### config.mk
export PLATFORM = sky130hd
export DESIGN_NAME = blec_top
export DESIGN_NICKNAME = d
export VERILOG_FILES = /design/src/blec_pkg.sv /design/src/blec_top.sv
export VERILOG_INCLUDE_DIRS = /design/src
export SDC_FILE = /design/constraint.sdc
export NUM_CORES = 1
export LEC_CHECK = 0
export ABC_CLOCK_PERIOD_IN_PS = 1950
export BUFFER_PORTS_ARGS = -buffer_cell sky130_fd_sc_hd__buf_4
export CAP_MARGIN = 20
export CORE_MARGIN = 1.5
export CORE_UTILIZATION = 42
export DETAILED_ROUTE_END_ITERATION = 7
export GPL_ROUTABILITY_DRIVEN = 0
export GPL_TIMING_DRIVEN = 0
export PLACE_DENSITY = 0.81
export SLEW_MARGIN = 20
export SYNTH_ARGS = -nofsm -noshare
export SYNTH_HDL_FRONTEND = slang
export SYNTH_SLANG_ARGS = --single-unit
### constraint.sdc
create_clock -name mclk -period 1.95 [get_ports mclk]
set_input_delay 0.0975 -clock mclk [delete_from_list [all_inputs] [get_ports mclk]]
set_output_delay 0.0975 -clock mclk [all_outputs]
set_load 0.01 [all_outputs]
### src/blec_cfg.svh
/*
 Constants for the boot loader entry control block.
 Assumes mclk at 125 MHz; included by bare name.
*/
`ifndef BLEC_CFG_SVH
`define BLEC_CFG_SVH
`define BLEC_CLK_MHZ 125
`define BLEC_SAMPLE_NS 800
`define BLEC_SAMPLE_CYC ((`BLEC_SAMPLE_NS * `BLEC_CLK_MHZ + 999) / 1000)
`define BLEC_PW_BITS 32
`define BLEC_PW_RESET 32'h0000_0000
`endif

### src/blec_pkg.sv
/*
 Types for the boot loader entry control block.
 Assumes blec_cfg.svh defines the constants.
*/
`include "blec_cfg.svh"
package blec_pkg;
	// Sequencer states
	typedef enum logic [2:0] {
		blec_held   = 3'b000,
		blec_settle = 3'b001,
		blec_normal = 3'b010,
		blec_loader = 3'b011
	} blec_state_t;
	// Pin samples from the host side
	typedef struct packed {
		logic core_domain_reset_pin_n;
		logic io_domain_reset_pin_n;
		logic loader_enable_pin;
		logic test_select_pin;
		logic serial_unit_zero_rx;
	} blec_pins_t;
	// Status toward the rest of the device
	typedef struct packed {
		logic device_in_reset;
		logic loader_active;
		logic io_loader_mode;
		logic core_loader_mode;
		logic mem_access_granted;
	} blec_status_t;
endpackage

### src/blec_top.sv
/*
 Boot loader entry and exit control with password gate and serial route.
 Assumes pins are asynchronous, raw levels; loader firmware supplies
 password values and the serial byte stream.
 Assumes the supply and image flags, the passwords and the transmit bit
 come from logic on mclk, so they are read without synchronisers.
 Assumes a core-domain entry detector outside this block reports its
 sequence as a level on core_entry_seen.
*/
`timescale 1ns/1ps
`include "blec_cfg.svh"
module blec_top #(
	parameter int PW_BITS = `BLEC_PW_BITS
) (
	input  wire logic                  mclk,
	input  wire logic                  rst,
	input  wire blec_pkg::blec_pins_t  pins,
	input  wire logic                  loader_enable_pulled,
	input  wire logic                  io_supply_rail_ok,
	input  wire logic                  io_image_loaded,
	input  wire logic                  core_entry_seen,
	input  wire logic [PW_BITS-1:0]    user_password,
	input  wire logic [PW_BITS-1:0]    host_password,
	input  wire logic                  host_password_valid,
	input  wire logic                  serial_tx_data,
	output logic                       port3_bit3_tx,
	output logic                       port3_bit3_oe,
	output logic                       loader_rx_data,
	output blec_pkg::blec_status_t     status
);
	import blec_pkg::*;

	// Settle counter width and the cycle count at which enable is sampled
	localparam int CNT_W = 8;
	localparam logic [CNT_W-1:0] SAMPLE_CYC = CNT_W'(`BLEC_SAMPLE_CYC);

	// Serial route decode, shared by the data path and the pin enable
	function automatic logic io_route_on(
		input blec_state_t s,
		input logic        m,
		input logic        sup
	);
		// Route only in the I/O loader with its supply present
		return (s == blec_loader) && m && sup;
	endfunction

	// Pin synchronisers
	blec_pins_t            sync1;         // First stage, only read by sync2
	blec_pins_t            sync2;         // Synchronised pins
	logic                  enable_sync1;  // Pulled enable first stage
	logic                  enable_sync2;  // Pulled enable synchronised
	// Sequencer state
	blec_state_t           state;         // Sequencer state
	blec_state_t           next_state;
	logic [CNT_W-1:0]      cnt;           // Settle counter
	logic [CNT_W-1:0]      next_cnt;
	logic                  io_mode;       // Loader entered via I/O pins
	logic                  next_io_mode;
	logic                  granted;       // Password accepted
	logic                  next_granted;
	// Serial route registers
	logic                  tx;            // Registered transmit data
	logic                  next_tx;
	logic                  rx;            // Registered receive data
	logic                  next_rx;
	// Combinational decodes
	logic                  any_reset;     // Either reset pin low
	logic                  io_path_ok;    // I/O loader interface usable

	// Two-flop synchronisers on all pins
	always_ff @(posedge mclk) begin
		if (rst) begin
			// Reset pins read as asserted until real samples arrive
			sync1        <= '0;
			sync2        <= '0;
			enable_sync1 <= 1'b0;
			enable_sync2 <= 1'b0;
		end else begin
			// Shift raw levels through two stages
			sync1        <= pins;
			sync2        <= sync1;
			enable_sync1 <= loader_enable_pulled;
			enable_sync2 <= enable_sync1;
		end
	end

	// Reset from either pin
	// Both pins are read only after their second stage
	assign any_reset = !sync2.core_domain_reset_pin_n || !sync2.io_domain_reset_pin_n;
	// I/O path needs the supply and the loaded image
	// Without either, entry falls back to core or normal start
	assign io_path_ok = io_supply_rail_ok && io_image_loaded;

	// Next-state logic for the sequencer
	always_comb begin
		// Hold every value unless a branch moves it
		next_state   = state;
		next_cnt     = cnt;
		next_io_mode = io_mode;
		next_granted = granted;
		case (state)
			blec_held: begin
				// Wait for both resets released
				next_granted = 1'b0;
				next_cnt     = '0;
				if (!any_reset) begin
					next_state = blec_settle;
				end
			end
			blec_settle: begin
				// Count out the settle time, then sample enable once
				if (any_reset) begin
					next_state = blec_held;
				end else if (cnt == SAMPLE_CYC - CNT_W'(1)) begin
					// Undriven enable reads low through pulldown
					if (enable_sync2 && io_path_ok) begin
						next_state   = blec_loader;
						next_io_mode = 1'b1;
					end else if (core_entry_seen) begin
						// Core-domain sequence took the loader instead
						next_state   = blec_loader;
						next_io_mode = 1'b0;
					end else begin
						// Enable low or I/O path closed: normal start
						next_state   = blec_normal;
						next_io_mode = 1'b0;
					end
				end else begin
					// Still counting out the settle time
					next_cnt = cnt + CNT_W'(1);
				end
			end
			blec_normal: begin
				// Application runs until next reset
				if (any_reset) begin
					next_state = blec_held;
				end
			end
			blec_loader: begin
				// Enable may drop; only reset or, in I/O mode, loss of the I/O supply leaves this state
				if (any_reset) begin
					next_state = blec_held;
				end else if (host_password_valid &&
					host_password == user_password) begin
					next_granted = 1'b1;
				end
				// Losing the I/O supply closes the I/O loader
				if (io_mode && !io_supply_rail_ok) begin
					next_state = blec_held;
				end
			end
			default: begin
				// Unused codes fall back to held
				next_state = blec_held;
			end
		endcase
	end

	// Serial route next values
	always_comb begin
		// Both lines idle high while the route is closed
		next_tx = 1'b1;
		next_rx = 1'b1;
		if (io_route_on(state, io_mode, io_supply_rail_ok)) begin
			// Transmit bit out on port 3 bit 3, receive bit in from bit 4
			next_tx = serial_tx_data;
			next_rx = sync2.serial_unit_zero_rx;
		end
	end

	// State registers
	always_ff @(posedge mclk) begin
		if (rst) begin
			// Sequencer starts held, serial lines idle high
			state   <= blec_held;
			cnt     <= '0;
			io_mode <= 1'b0;
			granted <= 1'b0;
			tx      <= 1'b1;
			rx      <= 1'b1;
		end else begin
			// Capture next values
			state   <= next_state;
			cnt     <= next_cnt;
			io_mode <= next_io_mode;
			granted <= next_granted;
			tx      <= next_tx;
			rx      <= next_rx;
		end
	end

	// Serial data pins come straight from their registers
	assign port3_bit3_tx  = tx;
	// Enable drops in the same cycle as the I/O supply flag
	assign port3_bit3_oe  = io_route_on(state, io_mode, io_supply_rail_ok);
	assign loader_rx_data = rx;

	// Status decode from the state register
	always_comb begin
		// Held and settle both keep the device in reset
		status.device_in_reset    = (state == blec_held) || (state == blec_settle);
		status.loader_active      = (state == blec_loader);
		// Loader flavour follows the entry path
		status.io_loader_mode     = (state == blec_loader) && io_mode;
		status.core_loader_mode   = (state == blec_loader) && !io_mode;
		// Memory opens only after a password match in the loader
		status.mem_access_granted = (state == blec_loader) && granted;
	end
endmodule

# --- Word level (Yosys, flattened, before mapping) ---
# Index checks and enable logic that the tools add are counted.
word_totals:
  reg_bits: 23
  latch_bits: 0
  mem_bits_rw: 0
  mem_bits_ro: 0
  word_cells: 65
  memories: 0
classes:
  addsub: 1
  multipliers: 0
  div: 0
  n_lt_le_gt_ge: 0
  n_eq_ne: 11
  shift: 0
  muxes: 15
  bitwise_logic: 2
  n_reduce_logical: 22
op_table:
  columns: ["cell", "n"]
  rows:
  - ["32-bit == test", 1]
  - ["8-bit 2-to-1 mux", 2]
  - ["8-bit case mux with 2 select lines", 1]
  - ["3-bit 2-to-1 mux", 5]
  - ["3-bit case mux with 4 select lines", 1]
  - ["3-bit AND reduction", 3]
  - ["8-bit by 1-bit adder with 8-bit output (second input constant)", 1]
  - ["8-bit by 7-bit == test with 1-bit output (second input constant)", 1]
  - ["1-bit logical AND", 8]
  - ["2-bit != test (second input constant)", 4]
  - ["3-bit by 2-bit == test with 1-bit output (second input constant)", 2]
  - ["1-bit 2-to-1 mux", 5]
  - ["1-bit logical NOT", 4]
  - ["2-bit nonzero test", 2]
  - ["3-bit by 1-bit == test with 1-bit output (second input constant)", 1]
  - ["3-bit logical NOT", 1]
  - ["3-bit != test (second input constant)", 1]
  - ["1-bit logical OR", 2]
  - ["2-bit by 1-bit != test with 1-bit output (second input constant)", 1]
  - ["1-bit inverter", 2]
  - ["1-bit case mux with 2 select lines", 1]
  - ["2-bit AND reduction", 1]
  - ["2-bit OR reduction", 1]

# --- Longest topological paths before layout ---
logic_depth:
  depth_word: 6
  depth_mapped: 7

# --- Least setup slack after synthesis ---
# Ideal clock, no wire load.
synth_path:
  path_kind: "register to register"
  from: "reg cnt[0]"
  to: "reg cnt[2]"
  setup_ns: 0.126
  t_arrival_ns: 1.382
  slack_ns: 0.442
  stages_incl_launch_ff: 7
  path_buffers: 0
  synth_period_minus_slack_ns: 1.508
  path_cell_list: "dfxtp_1 ha_1 nand4b_1 o41ai_2 a21oi_1 xnor2_1 nor2_1"
synth_via:
  elab_chain_cells: 4
  word_cells_on_any_way: 7
  classes_between: "1 x add/sub; 2 x eq/ne; 3 x mux; 1 x reduce/logical"
synth_rtl:
  columns: ["item", "line", "rtl"]
  rows:
  - ["from (decl)", "blec_top.sv:55", "logic [CNT_W-1:0] cnt;"]
  - ["from (signal assigned)", "blec_top.sv:184", "cnt <= next_cnt;"]
  - ["8-bit by 1-bit adder with 8-bit output", "blec_top.sv:130", "next_cnt = cnt + CNT_W'(1);"]
  - ["8-bit 2-to-1 mux", "blec_top.sv:114", "end else if (cnt == SAMPLE_CYC - CNT_W'(1)) begin"]
  - ["8-bit 2-to-1 mux", "blec_top.sv:112", "if (any_reset) begin"]
  - ["8-bit case mux with 2 select lines", "blec_top.sv:101", "case (state)"]
# Several ways; a longest one is shown, not always the timed one. The select of a mux whose other input is x is not followed.
# A chain may end at the register's enable or synchronous reset.

# --- Worst setup path after layout ---
layout_path:
  from: "reg cnt[0]"
  to: "reg io_mode"
layout_via:
  elab_chain_cells: 2
layout_rtl:
  columns: ["item", "line", "rtl"]
  rows:
  - ["8-bit by 7-bit == test with 1-bit output", "blec_top.sv:114", null]
  - ["3-bit AND reduction (no line)", null, null]
  - ["to (signal assigned)", "blec_top.sv:185", "io_mode <= next_io_mode;"]
  - ["to (decl)", "blec_top.sv:57", "logic io_mode;"]
# No other way between the ends.

==> impl_metrics.toml <==
[setup_path]
start_kind = "flip-flop"
crit_family = "simple AND/OR/NAND/NOR gates"
r2r_start = "cnt[0]$_SDFFE_PP0P_"
worst-path-buf-inv = 0
critical_path_arrival_ns = 2.02
crit_required_ns = 2.15
startpoint = "cnt[0]$_SDFFE_PP0P_"
crit_chain = "ha_1 > nand4b_1 > nor4_1 > nand4_1 > mux2i_1 > nor2_1"
worstReg2RegEnd = "io_mode$_SDFFE_PP0P_"
r2r_setup_slack_ns = 0.13
cp-end-kind = "flip-flop"
cpPeakStageDelay_ns = 0.44
cp_slowest_cell = "dfxtp_1"
rr_worst_depth = 6
path_class = "flip-flop to flip-flop"
path_max_fanout = 6

[floorplan]
die-area_sq_um = 3520
coreArea_sq_um = 3030
die_y_um = 59.3
chipWidth_um = 59.3
start_util_pct = 44.0
rows = 20
boundaryPins = 85

[synthesis]
synthCells = 149
synth_top_family_by_area = "simple AND/OR/NAND/NOR gates"
synth_edf_count = 0
synth-simple-area-share_pct = 26.6
synth_xor_area_share_pct = 25.0
synth_mux_area_share_pct = 0.751
synth_async_sr_flop_share_pct = 0
synth_area_sq_um = 1330
ys.flop_type = "dfxtp_1"
synth_compound_area_share_pct = 8.92
yosysSeqAreaShare_pct = 34.6
ys_warn_count = 0
synth-seq-cells = 23
netlist-cell-type-count = 35
syn-num-nets = 227
synthAdderAreaFrac_pct = 0.939
avgSynthCellArea_sq_um = 8.94

[sta]
rsz0062_at_grt = "false"
finalSetupViolCount = 0
fmax_ghz = 0.550
hold_violations = 0
slew_headroom_pct = 64.8
skew_ns = 0.00190
maxSlewViolCount = 0
tns_ns = 0
period_minus_slack_ns = 1.82
fin_crit_sh_pct = 93.2
worstMarginPinSlew_ns = 0.523

[cells_and_area]
diodes = 0
nets = 320
layout_common_cells = "buf_4, dfxtp_1, xor2_1, xnor2_1"
layout-drive-gt1-share_pct = 39.4
area_growth_pct = 57.1
final_common_cell = "buf_4"
fin_util_pct = 69.1

[cts]
cts_sinks = 23
post_cts_resized = 0
path_clk_slew_ns = 0.12
cts_tree = "built"
cts_buffers = 3
htree_num_levels = 1
clock_tree.root_cell = "clkbuf_4"
cts_buffer_depth = 2
insertion_delay_ns = 0.31

[routing]
drcViolationCount = 0
wl_per_cell_um = 11.0
ant_nets = 0
drtIter0Drc = 31
dr.pass1.iters = 4
vias_per_cell = 4.84
drt-total-wl_mm = 3.15
vias = 1379

[pwr]
clockPowerShare_pct = 24.1
seqPwrFrac_pct = 52.4
pwr-share-comb_pct = 23.4
intPower_mw = 0.704
power_leakage_nw = 0.880
ir_worst_vdd_mv = 0.557
powerDensity_nw_per_um2 = 439
p_switching_mw = 0.215
switching_share_pct = 23.4
total_power_mw = 0.919

[global_routing]
antenna_found_initial = 0
grt_max_degree = 15
grt_pass1_vias = 1325
grt_usage_pct = 19.1
overflow = 0
grt_pass1_wl_mm = 5.18

[worst_hold_path]
holdPathStages = 3
hold_end = "port3_bit3_tx$_SDFF_PP1_"
worstHoldStart = "io_supply_rail_ok"
hold_class = "primary input to flip-flop"

[place]
place_hpwl_mm = 2.60
place.port_buffers = 82

[status]
status = "completed"

[job]
drv_cap = 0
logic make-up after synthesis:
logic type,count (synthesis)
mux,1
compound gates,13
buf+inv,9
xor+xnor,38
fa+ha+maj,1
flops,23
other cells,1
simple gates,63
synthesized netlist by cell type, types with 2 or more instances:
cell type	instances	area, sq um
a21oi_1	5	25.0
a31oi_1	2	12.5
and2_1	2	12.5
buf_2	2	10.0
clkbuf_1	2	7.51
dfxtp_1	23	460
inv_1	4	15.0
nand2_1	7	26.3
nand3_1	3	15.0
nand4_1	11	68.8
nand4b_1	2	17.5
nor2_1	11	41.3
nor2b_1	8	50.1
nor3_1	2	10.0
nor4_1	7	43.8
nor4b_1	2	17.5
or3_1	2	12.5
xnor2_1	19	166
xor2_1	19	166
per-layer routing:
metal  wire length, um  vias to the layer above  global-route usage, %
li1                  -                      701                      -
met1              1210                      623                   21.1
met2              1720                       51                   35.3
met3               171                        4                   4.80
met4                39                        0                   6.17
met5                 0                        -                      0
layout make-up:
class / instances / area (sq um)
Multi-Input combinational cell: 117 / 832
Fill cell: 270 / 935
Sequential cell: 23 / 460
Timing Repair Buffer: 88 / 676
Clock inverter: 1 / 7.51
Tap cell: 44 / 55.1
Buffer: 5 / 25.0
Clock buffer: 3 / 22.5
Inverter: 4 / 15.0
timing repair:
item	4_1_cts	5_1_grt
setup buffers	0	0
hold buffers	6	0
endpoints found under the hold margin	6	0
through the flow:
step / cell area, sq um / std cells / setup slack, ns / hold WS, ns
final: 2090 / 285 / 0.132 / 0.104
after global routing: 2090 / 285 / 0.00840 / 0.108
after CTS: 2090 / 285 / 0.175 / 0.107
after detailed placement: 2000 / 275 / 0.195 / 0.284
after global placement: 2000 / 275 / 0.221 / 0.284
after floorplan: 1330 / 149 / 0.442 / 0.169
state kept, by name, indices dropped and copies added (netlist names):
| signal | flops |
|---|---|
| cnt | 8 |
| state | 3 |
| sync1 | 3 |
| sync2 | 3 |
| enable_sync1 | 1 |
| enable_sync2 | 1 |
| granted | 1 |
| io_mode | 1 |
| loader_rx_data | 1 |
| port3_bit3_tx | 1 |
power groups by stage:
| stage | Combinational [mW] | Sequential, mW | Clock [mW] |
|---|---|---|---|
| after floorplan | 0.0715 | 0.492 | 0 |
| after global placement | 0.204 | 0.492 | 0 |
| after detailed placement | 0.207 | 0.492 | 0 |
| after CTS | 0.217 | 0.482 | 0.228 |
| after global routing | 0.235 | 0.483 | 0.249 |
| final | 0.215 | 0.482 | 0.222 |
worst max-delay path by stage:
stage,to,slack [ns],depth (start not counted)
detailed placement,io_mode$_SDFFE_PP0P_,0.20,6
global placement,cnt[4]$_SDFFE_PP0P_,0.22,6
finish,io_mode$_SDFFE_PP0P_,0.13,6
CTS,io_mode$_SDFFE_PP0P_,0.17,6
global route,cnt[3]$_SDFFE_PP0P_,0.008,6
floorplan,cnt[2]$_SDFFE_PP0P_,0.44,6
worst min-delay path: stages:
cell and delay, ns:
buf_4 0.11, nand2_1 0.08, or3_1 0.10
(Power assumes the default switching activity.)
